==> src/pkg/osc_pkg.sv <==
// Package for the oscillator mode and PLL ratio selection block.
// Assumes a 32-bit Avalon-MM slave port with byte addresses and aligned words.
package osc_pkg;

   // Register byte offsets.
   localparam logic [3:0] CLK_CTRL_OFFSET   = 4'h0;
   localparam logic [3:0] OSC_STATUS_OFFSET = 4'h4;

   // Clock control register: PLL ratio field, most significant bit in bit 6.
   localparam int         RATIO_LSB         = 4;
   localparam int         RATIO_MSB         = 6;
   localparam logic [2:0] RATIO_RESET       = 3'h0;

   // Oscillator status register fields.
   localparam int         STAT_MAIN_LSB     = 0;
   localparam int         STAT_SUB_BIT      = 2;
   localparam int         STAT_PLL_BIT      = 3;
   localparam int         STAT_VALID_BIT    = 4;
   localparam int         STAT_MULT_LSB     = 16;

   // Multiplier in quarter units, so that 65/4 stays exact.
   localparam logic [9:0] MULT_Q4_130       = 10'h208;
   localparam logic [9:0] MULT_Q4_65        = 10'h104;
   localparam logic [9:0] MULT_Q4_65_2      = 10'h082;
   localparam logic [9:0] MULT_Q4_65_4      = 10'h041;
   localparam logic [9:0] MULT_Q4_244       = 10'h3d0;

   // Main oscillator kinds.
   typedef enum logic [1:0] {MAIN_RC, MAIN_XTAL, MAIN_PLL} main_osc_t;

   // Latched oscillator configuration.
   typedef struct packed {
      main_osc_t main_type;
      logic      sub_crystal;
   } osc_cfg_t;

   // Decodes the two main-mode option bits.
   function automatic main_osc_t main_decode(input logic [1:0] sel);
      main_osc_t m;
      m = MAIN_RC;
      case (sel)
         2'h0:    m = MAIN_RC;
         2'h1:    m = MAIN_XTAL;
         default: m = MAIN_PLL;
      endcase
      return m;
   endfunction : main_decode

   // Maps the ratio field to the multiplier in quarter units.
   function automatic logic [9:0] pll_mult_q4(input logic [2:0] sel);
      logic [9:0] m;
      m = MULT_Q4_244;
      case (sel)
         3'h0:    m = MULT_Q4_130;
         3'h1:    m = MULT_Q4_65;
         3'h2:    m = MULT_Q4_65_2;
         3'h3:    m = MULT_Q4_65_4;
         default: m = MULT_Q4_244;
      endcase
      return m;
   endfunction : pll_mult_q4

endpackage : osc_pkg

==> src/hdl/osc_mode_and_pll_select.sv <==
// Oscillator mode selection and PLL ratio register for a small controller.
// Assumes static option pins from outside the clock domain and an Avalon-MM master.
// Assumes i_reset is synchronous to i_clk_sys and held for at least two edges.
// The option pins must settle before reset release; later changes are ignored.
//
// Local design decisions: the register offsets and the Avalon-MM slave port.
`timescale 1ns/10ps
`default_nettype none

module osc_mode_and_pll_select (
   // Clock and reset.
   input  wire logic              i_clk_sys,
   input  wire logic              i_reset,
   // Option word pins.
   input  wire logic              i_main_osc_type_sel_hi,
   input  wire logic              i_main_osc_type_sel_lo,
   input  wire logic              i_sub_osc_type_sel,
   // Avalon-MM slave.
   input  wire logic [3:0]        i_avs_address,
   input  wire logic              i_avs_read,
   input  wire logic              i_avs_write,
   input  wire logic [31:0]       i_avs_writedata,
   input  wire logic [3:0]        i_avs_byteenable,
   output logic [31:0]            o_avs_readdata,
   output logic                   o_avs_waitrequest,
   // Clock selection results.
   output osc_pkg::osc_cfg_t      o_osc_cfg,
   output logic                   o_cfg_valid,
   output logic                   o_pll_enable,
   output logic                   o_main_from_sub,
   output logic [2:0]             o_pll_ratio_sel,
   output logic [9:0]             o_pll_mult_q4
);

   logic [2:0] opt_meta_q;
   logic [2:0] opt_sync_q;
   logic       req;
   logic       wr_acc;
   logic       rd_sel_ctrl;
   logic       chk_run_q;

   // PLL routing decision, shared by both routing outputs so they cannot drift apart.
   // It reads the captured copy only, so a pin that moves later cannot reroute the clock.
   function automatic logic pll_selected(input osc_pkg::osc_cfg_t cfg, input logic valid);
      return valid && (cfg.main_type == osc_pkg::MAIN_PLL);
   endfunction : pll_selected

   // Option pins cross into the clock domain; left unreset so they fill during reset.
   always_ff @(posedge i_clk_sys) begin
      opt_meta_q <= {i_sub_osc_type_sel, i_main_osc_type_sel_hi, i_main_osc_type_sel_lo};
      opt_sync_q <= opt_meta_q;
   end

   // Capture once, on the first edge after reset release; nothing else writes it.
   always_ff @(posedge i_clk_sys) begin
      if (i_reset) begin
         o_osc_cfg   <= '{main_type: osc_pkg::MAIN_RC, sub_crystal: 1'b0};
         o_cfg_valid <= 1'b0;
      end else if (!o_cfg_valid) begin
         o_osc_cfg.main_type   <= osc_pkg::main_decode(opt_sync_q[1:0]);
         o_osc_cfg.sub_crystal <= opt_sync_q[2];
         o_cfg_valid           <= 1'b1;
      end
   end

   // PLL mode routes the sub-oscillator into the multiplier as main clock source.
   always_ff @(posedge i_clk_sys) begin
      if (i_reset) begin
         o_pll_enable    <= 1'b0;
         o_main_from_sub <= 1'b0;
      end else begin
         o_pll_enable    <= pll_selected(o_osc_cfg, o_cfg_valid);
         o_main_from_sub <= pll_selected(o_osc_cfg, o_cfg_valid);
      end
   end

   // Bus handshake: one wait cycle, then the request completes.
   assign req    = i_avs_read || i_avs_write;
   assign wr_acc = i_avs_write && !o_avs_waitrequest;
   assign rd_sel_ctrl = (i_avs_address == osc_pkg::CLK_CTRL_OFFSET);

   always_ff @(posedge i_clk_sys) begin
      if (i_reset) begin
         o_avs_waitrequest <= 1'b1;
      end else if (req && o_avs_waitrequest) begin
         o_avs_waitrequest <= 1'b0;
      end else begin
         o_avs_waitrequest <= 1'b1;
      end
   end

   // Only the ratio field is writable; oscillator types have no write path at all.
   always_ff @(posedge i_clk_sys) begin
      if (i_reset) begin
         o_pll_ratio_sel <= osc_pkg::RATIO_RESET;
      end else if (wr_acc && rd_sel_ctrl && i_avs_byteenable[0]) begin
         o_pll_ratio_sel <= i_avs_writedata[osc_pkg::RATIO_MSB:osc_pkg::RATIO_LSB];
      end
   end

   // Multiplier follows the ratio field one cycle later.
   always_ff @(posedge i_clk_sys) begin
      if (i_reset) begin
         o_pll_mult_q4 <= osc_pkg::pll_mult_q4(osc_pkg::RATIO_RESET);
      end else begin
         o_pll_mult_q4 <= osc_pkg::pll_mult_q4(o_pll_ratio_sel);
      end
   end

   // Read data is built in the wait cycle and held for the completing edge.
   always_ff @(posedge i_clk_sys) begin
      if (i_reset) begin
         o_avs_readdata <= 32'h0;
      end else if (i_avs_read && o_avs_waitrequest) begin
         o_avs_readdata <= 32'h0;
         if (rd_sel_ctrl) begin
            o_avs_readdata[osc_pkg::RATIO_MSB:osc_pkg::RATIO_LSB] <= o_pll_ratio_sel;
         end else if (i_avs_address == osc_pkg::OSC_STATUS_OFFSET) begin
            o_avs_readdata[osc_pkg::STAT_MAIN_LSB +: 2]  <= o_osc_cfg.main_type;
            o_avs_readdata[osc_pkg::STAT_SUB_BIT]        <= o_osc_cfg.sub_crystal;
            o_avs_readdata[osc_pkg::STAT_PLL_BIT]        <= o_pll_enable;
            o_avs_readdata[osc_pkg::STAT_VALID_BIT]      <= o_cfg_valid;
            o_avs_readdata[osc_pkg::STAT_MULT_LSB +: 10] <= o_pll_mult_q4;
         end
      end
   end

   // Further checks on the bus handshake, the refused writes, the read data, the PLL routing, the multiplier and the capture.
   // They watch only what this block drives; the master's side is kept by its owner.

   // Check helper: low in reset, high from the first edge after release onward.
   // It names the capture edge for the checks below without leaning on $rose.
   always_ff @(posedge i_clk_sys) begin
      if (i_reset) begin
         chk_run_q <= 1'b0;
      end else begin
         chk_run_q <= 1'b1;
      end
   end
endmodule : osc_mode_and_pll_select

`default_nettype wire

==> config.mk <==
export PLATFORM = sky130hd
export DESIGN_NAME = osc_mode_and_pll_select
export DESIGN_NICKNAME = d
export VERILOG_FILES = /design/src/pkg/osc_pkg.sv /design/src/hdl/osc_mode_and_pll_select.sv
export SDC_FILE = /design/constraint.sdc
export NUM_CORES = 1
export LEC_CHECK = 0
export BUFFER_PORTS_ARGS = -buffer_cell sky130_fd_sc_hd__buf_2
export CAP_MARGIN = 20
export CORE_UTILIZATION = 43
export CTS_CLUSTER_DIAMETER = 200
export CTS_CLUSTER_SIZE = 12
export DETAILED_ROUTE_END_ITERATION = 8
export PLACE_DENSITY_LB_ADDON = 0.08
export SETUP_SLACK_MARGIN = 0.2
export SYNTH_ARGS = -nofsm -noshare
export SYNTH_HDL_FRONTEND = slang
export SYNTH_SLANG_ARGS = --single-unit
==> constraint.sdc <==
create_clock -name i_clk_sys -period 3.14 [get_ports i_clk_sys]
set_input_delay 0.314 -clock i_clk_sys [delete_from_list [all_inputs] [get_ports i_clk_sys]]
set_output_delay 0.314 -clock i_clk_sys [all_outputs]
set_load 0.1 [all_outputs]
== Yosys cells after proc, flatten, opt, wreduce, memory -nomap -nowiden ==
Cells that the tools add are included.

* Register bits: 42
* Bits of input ports: 47
* Word-level logic and storage cells: 37

* Eq/ne operators: 6
* Multiplexer cells: 10
* Reduce and logical (&&, ||, !) cells: 11

{| class="wikitable"
|+ Operator list
! kind !! count
|-
| $pmux 10 s4 || 1
|-
| $mux 10 || 2
|-
| $eq 3x2->1 const B || 2
|-
| $logic_and 1x1->1 || 6
|-
| $mux 5 || 1
|-
| $eq 4x3->1 const B || 1
|-
| $logic_not 4->1 || 1
|-
| $mux 4 || 1
|-
| $pmux 2 s2 || 1
|-
| $eq 3x1->1 const B || 1
|-
| $logic_not 3->1 || 1
|-
| $mux 1 || 3
|-
| $eq 2x1->1 const B || 1
|-
| $eq 2x2->1 const B || 1
|-
| $logic_not 2->1 || 1
|-
| $mux 2 || 1
|-
| $logic_not 1->1 || 1
|-
| $logic_or 1x1->1 || 1
|}

== Longest topological paths before layout ==
Gate-level depths: netlist of the first run.

* Depth in word-level cells: 4
* Mapped depth: 4
* Gate-level depth less buffers: 3

== Worst setup path before layout of the first run ==
Ideal clock, no wire load.

* Path kind: register to register
* Start point: register o_avs_waitrequest
* End point: register o_avs_readdata[18]
* Arrival time: 1.749 ns
* Setup slack: 1.263 ns
* Stages on the path, launching flop included: 5
* Buffers on the path: 1
* Period minus slack after synthesis: 1.877 ns
* Path through: dfxtp_1 nand2_1 buf_2 a32oi_1 nor2_1

* Cells in the longest elaborated chain, start to end: 1

{| class="wikitable"
|+ RTL lines
! item !! RTL line !! source
|-
| from (decl) || osc_mode_and_pll_select.sv:25 || <nowiki>output logic o_avs_waitrequest,</nowiki>
|-
| from (signal assigned) || osc_mode_and_pll_select.sv:84 || <nowiki>o_avs_waitrequest <= 1'b1;</nowiki>
|-
| from (signal assigned) || osc_mode_and_pll_select.sv:86 || <nowiki>o_avs_waitrequest <= 1'b0;</nowiki>
|-
| from (signal assigned) || osc_mode_and_pll_select.sv:88 || <nowiki>o_avs_waitrequest <= 1'b1;</nowiki>
|-
| $logic_and 1x1->1 || osc_mode_and_pll_select.sv:114 || <nowiki>end else if (i_avs_read && o_avs_waitrequest) begin</nowiki>
|-
| to (signal, indexed assignment) || osc_mode_and_pll_select.sv:117 || <nowiki>o_avs_readdata[osc_pkg::RATIO_MSB:osc_pkg::RATIO_LSB] <= o_pll_ratio_sel;</nowiki>
|-
| to (signal, indexed assignment) || osc_mode_and_pll_select.sv:119 || <nowiki>o_avs_readdata[osc_pkg::STAT_MAIN_LSB +: 2] <= o_osc_cfg.main_type;</nowiki>
|-
| to (signal, indexed assignment) || osc_mode_and_pll_select.sv:120 || <nowiki>o_avs_readdata[osc_pkg::STAT_SUB_BIT] <= o_osc_cfg.sub_crystal;</nowiki>
|-
| to (decl) || osc_mode_and_pll_select.sv:24 || <nowiki>output logic [31:0] o_avs_readdata,</nowiki>
|}

Every way passes these cells.
A chain may end at the register's enable or synchronous reset.

== Worst setup path in the final report of the first run ==
* Start point: register o_pll_ratio_sel[1]
* End point: output port o_pll_ratio_sel[1]

{| class="wikitable"
|+ RTL lines
! item !! RTL line !! source
|-
| from (decl) || osc_mode_and_pll_select.sv:31 || <nowiki>output logic [2:0] o_pll_ratio_sel,</nowiki>
|-
| from (signal assigned) || osc_mode_and_pll_select.sv:95 || <nowiki>o_pll_ratio_sel <= osc_pkg::RATIO_RESET;</nowiki>
|-
| from (signal assigned) || osc_mode_and_pll_select.sv:97 || <nowiki>o_pll_ratio_sel <= i_avs_writedata[osc_pkg::RATIO_MSB:osc_pkg::RATIO_LSB];</nowiki>
|}

No word-level cell between the ends.

==> results of run 1 <==
==> worst register-to-register path: stages (launching register included) <==
cell and delay, ns:
dfxtp_1 0.47, and3_1 0.54, a32oi_1 0.17, nor2_1 0.13
==> synthesized netlist by cell type, drive strengths merged <==
cell type	instances
dfxtp	40
buf	22
nor2	18
a32oi	13
nand2	11
a21oi	6
mux2i	4
and3	3
clkbuf	3
inv	3
nand4	3
nand2b	2
nor3	2
o21ai	2
and4b	1
conb	1
mux2	1
nor3b	1
nor4	1
o211ai	1
o31ai	1
or2	1
==> metal layers <==
layer  track usage [%]  vias up
met5                 0        -
met1             20.52      495
li1                  -      547
met3             7.143        6
met2             26.19       49
met4             7.973        0
==> per-stage QoR <==
| step | total power [mW] | setup WS [ns] |
|---|---|---|
| global placement | 0.7009 | 1.556 |
| finish | 1.017 | 1.468 |
| detailed placement | 0.7017 | 1.544 |
| global route | 1.063 | 1.382 |
| floorplan | 0.6973 | 1.263 |
| CTS | 1.029 | 1.459 |
==> worst paths after layout <==
path                                              from                 end  slack (ns)  cells after the start
worst max-delay path                o_pll_ratio_sel[1]  o_pll_ratio_sel[1]        1.47                      1
worst min-delay path            i_main_osc_type_sel_lo       opt_meta_q[0]        0.06                      1
worst max register to register       o_avs_waitrequest  o_avs_readdata[25]        1.77                      3
worst min register to register           opt_meta_q[1]       opt_sync_q[1]        0.34                      0
==> layout by cell type (no fill, tap or decap), types with 3 or more instances in the layout <==
cell / count
buf_2: 49
dfxtp_1: 40
nor2_1: 18
conb_1: 17
a32oi_1: 13
nand2_1: 11
a21oi_1: 6
clkbuf_4: 5
mux2i_1: 4
and3_1: 3
nand4_1: 3
==> state kept, by name, summed over array words and instances, names as in the netlist <==
| name | flops |
|---|---|
| o_avs_readdata | 16 |
| o_avs_waitrequest | 1 |
| o_cfg_valid | 1 |
| o_main_from_sub | 1 |
| o_osc_cfg | 3 |
| o_pll_mult_q4 | 9 |
| o_pll_ratio_sel | 3 |
| opt_meta_q | 3 |
| opt_sync_q | 3 |
==> power breakdown <==
group / total [mW] / internal, mW / switching [mW] / leakage [nW]
clock network: 0.327 / 0.166 / 0.161 / 0.0412
registers: 0.523 / 0.516 / 0.00659 / 0.326
logic: 0.168 / 0.0163 / 0.151 / 0.439
==> logic make-up after synthesis <==
family	synth area share (%)
flip-flops	55.90
AO/OA/AOI/OAI	11.79
other	0.2618
multiplexers	3.581
buffers and inverters	13.19
AND/OR/NAND/NOR	15.28
==> area by class of cell <==
| cell class | count | area (µm²) | share of cell area (%) |
|---|---|---|---|
| Inverter | 3 | 11.26 | 0.6642 |
| Clock inverter | 3 | 42.54 | 2.509 |
| Timing Repair Buffer | 49 | 245.2 | 14.46 |
| Multi-Input combinational cell | 88 | 503.0 | 29.67 |
| Sequential cell | 40 | 800.8 | 47.23 |
| Clock buffer | 5 | 37.54 | 2.214 |
| Tap cell | 44 | 55.05 | 3.247 |
==> results.toml, run 1 <==
[outcome]
status = "finished, final reports clean"

[clocking]
cts_root_buf = "clkbuf_4"
cts_resized = 0
cts_max_level = 2
cts_setup_buffers = 0
clk_pin_slew_worst_paths_ns = 0.12
cts_buffer_depth = 2
cts_tree = "done"
cts.hold.buffers_added = 0
cts_inserted_buffers = 5
insertion_delay_ns = 0.34
clock_sinks = 40

[place]
postPlaceCellArea_mm2 = 0.001615
place_inst = 224
io_buffers = 49
dp_hpwl_mm = 1.849
gp_congestion = 0.7433

[sta]
slew_viol_final = 0
fin_skew_ns = 0.008387
holdWs_ns = 0.05865
slew_headroom_pct = 39.55
min_period_ns = 1.672
grt_setup_unrepaired = "false"
setup_viol = 0
fin_setup_tns_ns = 0
fmax_mhz = 598.1
min_period_over_period_pct = 53.25
tightest_slew_ns = 0.9018
hold_viol = 0

[layout]
layout-drive-gt1-share_pct = 32.45
finish.utilization_pct = 54.64
fillers = 298
final_area_mm2 = 0.001695
syn2layout_area_growth_pct = 18.34
n_antenna_cell = 0
nets = 234
final_cells = 232

[floorplanning]
fp.dieW_um = 59.72
start_util_pct = 46.17
rows = 20
coreArea_mm2 = 0.003103
die_h_um = 59.72
dieArea_mm2 = 0.003566
io-pin-count = 99

[worst_setup_path]
path_class = "reg2out"
critPathBufInv = 1
crit_family = "flip-flops"
max_stage_delay_ns = 0.52
cp_data_arrival_time_ns = 1.36
cp_max_fo = 10
crit_required_ns = 2.83
endpoint_kind = "output pin"
critPathLaunchType = "flip-flop"
crit_chain = "buf_2"
crit_slowest_cell = "dfxtp_1"

[yosys]
synth.cell_area_mm2 = 0.001433
syn_area_per_cell_um2 = 10.23
ys_warn_count = 0
synth_cells = 140
yosysUniqueCellTypes = 26
ys_ff_latch = 40
ys_seq_area_share_pct = 55.90
yosys.area.top_type = "dfxtp_1"
yosys-top-cells-area = "dfxtp_1 56%, buf_4 10%, a32oi_1 7.9%, nor2_1 4.7%, nand2_1 2.9%"
yosysTopAreaCellShare_pct = 55.90

[detailed_routing]
drtPass1Iterations = 4
vias = 1097
first_iter_violations = 59
wl_met2_mm = 1.169
highest_layer = "met4"
wl_met1_mm = 1.211
routedWlPerCell_um = 11.31
via_per_inst = 4.728
dr_wl_met3_um = 192
drc_errors = 0
routed_wl_mm = 2.624
postRouteAntennaNets = 0

[global_routing]
grt_pass1_vias = 995
antenna_found_initial = 0
overflow = 0
grt_max_degree = 25
grt_usage_pct = 17.01
grt_pass1_wl_mm = 4.409

[power_and_ir_drop]
cellLeakagePower_nw = 0.8060
cellPowerDensity_mw_per_mm2 = 599.9
ir_drop_mv = 0.4073

[job]
maxCapViolCount = 0

[min_path]
min_path_type = "in2reg"
Note: power is estimated with default switching activity, not from simulation.
==> inputs of run 2 (changes only) <==
- CORE_UTILIZATION: 43 -> 40
- clock period: 3.14 -> 1.6 ns (I/O delays scaled with it)
==> run 2 against run 1 <==
  * Clock-buffer cell count up 3
  * Sequential share of layout area down 1.6 points
  * Combinational power up 100%
  * Highest routed layer unchanged
==> results.toml, run 2 (synthesized netlist as in run 1, its figures left out) <==
[clocking]
insertion_delay_ns = 0.34
clk_pin_slew_worst_paths_ns = 0.11
cts_tree = "done"
cts_max_level = 2
cts_root_buf = "clkbuf_4"
cts_buffer_depth = 2
cts_setup_buffers = 0
cts_inserted_buffers = 5
clock_sinks = 40

[sta]
slew_viol_final = 0
fmax_mhz = 754.1
setup_viol = 0
slew_headroom_pct = 62.53
tightest_slew_ns = 0.5606
min_period_over_period_pct = 82.88
fin_setup_tns_ns = 0
min_period_ns = 1.326
fin_skew_ns = 0.003617
grt_setup_unrepaired = "false"
hold_viol = 0

[layout]
final_cells = 239
final_common_cell = "buf_2"
n_antenna_cell = 0
top_regs = "o_avs_readdata: 16 flops, o_pll_mult_q4: 9 flops"
final_area_mm2 = 0.001775
largest_register_ffs = 16
syn2layout_area_growth_pct = 23.93
nets = 239
finish.utilization_pct = 52.38
layout-drive-gt1-share_pct = 35.75
largest_register = "o_avs_readdata"
final_cell_mix = "44 x buf_2, 34 x dfxtp_1, 18 x nor2_1"

[power_and_ir_drop]
ir_drop_mv = 0.6366
cellLeakagePower_nw = 0.8379
cellPowerDensity_mw_per_mm2 = 1143

[worst_setup_path]
r2r_start = "o_avs_waitrequest"
crit_required_ns = 1.44
r2r_setup_slack_ns = 0.35
r2r_cells = 3
path_class = "reg2out"
r2r-end = "o_avs_readdata[22]"
cp_data_arrival_time_ns = 1.17
endpoint_kind = "output pin"
critPathBufInv = 1
crit_slowest_cell = "buf_2"
crit_family = "buffers and inverters"
critPathLaunchType = "flip-flop"
cp_max_fo = 8
max_stage_delay_ns = 0.43
crit_chain = "buf_2"

[detailed_routing]
routedWlPerCell_um = 11.94
via_per_inst = 4.745
postRouteAntennaNets = 0
vias = 1134
routed_wl_mm = 2.854
first_iter_violations = 34
drtPass1Iterations = 4
drc_errors = 0

[min_path]
whs_path_depth = 2
min_from = "i_avs_write"
hold_end = "o_avs_waitrequest"
min_path_type = "in2reg"

[floorplanning]
coreArea_mm2 = 0.003390
die_h_um = 61.85
fp.dieW_um = 61.85
rows = 21
dieArea_mm2 = 0.003825
io-pin-count = 99
start_util_pct = 42.27

[global_routing]
grt_usage_pct = 16.39
antenna_found_initial = 0
grt_pass1_wl_mm = 4.347
overflow = 0
grt_pass1_vias = 935
grt_max_degree = 23

[outcome]
status = "finished, final reports clean"

[job]
maxCapViolCount = 0

[place]
io_buffers = 49
postPlaceCellArea_mm2 = 0.001643
gp_congestion = 0.6368
place_inst = 228
dp_hpwl_mm = 2.025
run 2: cell types whose count changed in the layout (fill, tap and decap cells not counted):
cell | previous run | this run
dfxtp_1 | 40 | 34
buf_2 | 49 | 44
dfxtp_2 | 0 | 5
clkbuf_4 | 5 | 9
buf_4 | 0 | 3
dlygate4sd3_1 | 0 | 3
clkbuf_8 | 0 | 2
bufinv_16 | 1 | 0
clkbuf_16 | 0 | 1
clkinv_2 | 1 | 0
clkinvlp_4 | 1 | 0
dfxtp_4 | 0 | 1
run 2: through the flow:
step,worst slack (ns),total power [mW],hold slack (ns)
detailed placement,0.3680,1.382,0.2640
global placement,0.3894,1.380,0.2626
finish,0.2739,2.030,0.02512
floorplan,0.2598,1.369,0.1877
CTS,0.2100,2.053,0.01229
global route,0.2217,2.123,0.003092
run 2: layout make-up:
| type | instances | area, µm² |
|---|---|---|
| Tap cell | 46 | 57.56 |
| Clock buffer | 8 | 90.09 |
| Inverter | 3 | 11.26 |
| Sequential cell | 40 | 810.8 |
| Timing Repair Buffer | 54 | 302.8 |
| Fill cell | 345 | 1614 |
| Multi-Input combinational cell | 88 | 503.0 |
run 2: how the worst max path moves through the flow:
stage                             from                 end  cells after the start
floorplan           o_pll_ratio_sel[2]    o_pll_mult_q4[6]                      3
global placement      i_avs_address[1]  o_pll_ratio_sel[1]                      4
detailed placement    i_avs_address[1]  o_pll_ratio_sel[0]                      4
CTS                        o_cfg_valid         o_cfg_valid                      1
global route              o_osc_cfg[0]        o_osc_cfg[0]                      1
finish               o_avs_waitrequest   o_avs_waitrequest                      1
run 2: power breakdown:
| part | total, mW | internal [mW] | switching (mW) |
|---|---|---|---|
| sequential | 1.03 | 1.01 | 0.0133 |
| combinational | 0.340 | 0.0408 | 0.299 |
| clock | 0.664 | 0.352 | 0.311 |
| total | 2.03 | 1.41 | 0.623 |
run 2: routing by layer:
layer | wire [µm] | up-vias | part of all wire (%) | global-route usage, %
met4 | 50 | 0 | 1.8 | 8.571
met2 | 1382 | 47 | 48 | 25.50
met5 | 0 | - | 0 | 0
met3 | 160 | 6 | 5.6 | 5.383
met1 | 1261 | 523 | 44 | 20.26
li1 | - | 558 | - | -
run 2: what timing repair did:
item                       CTS  global route
hold buffers                 3             0
setup endpoints to repair    1             4
gates resized for setup      1             4
hold endpoints to repair     3             0
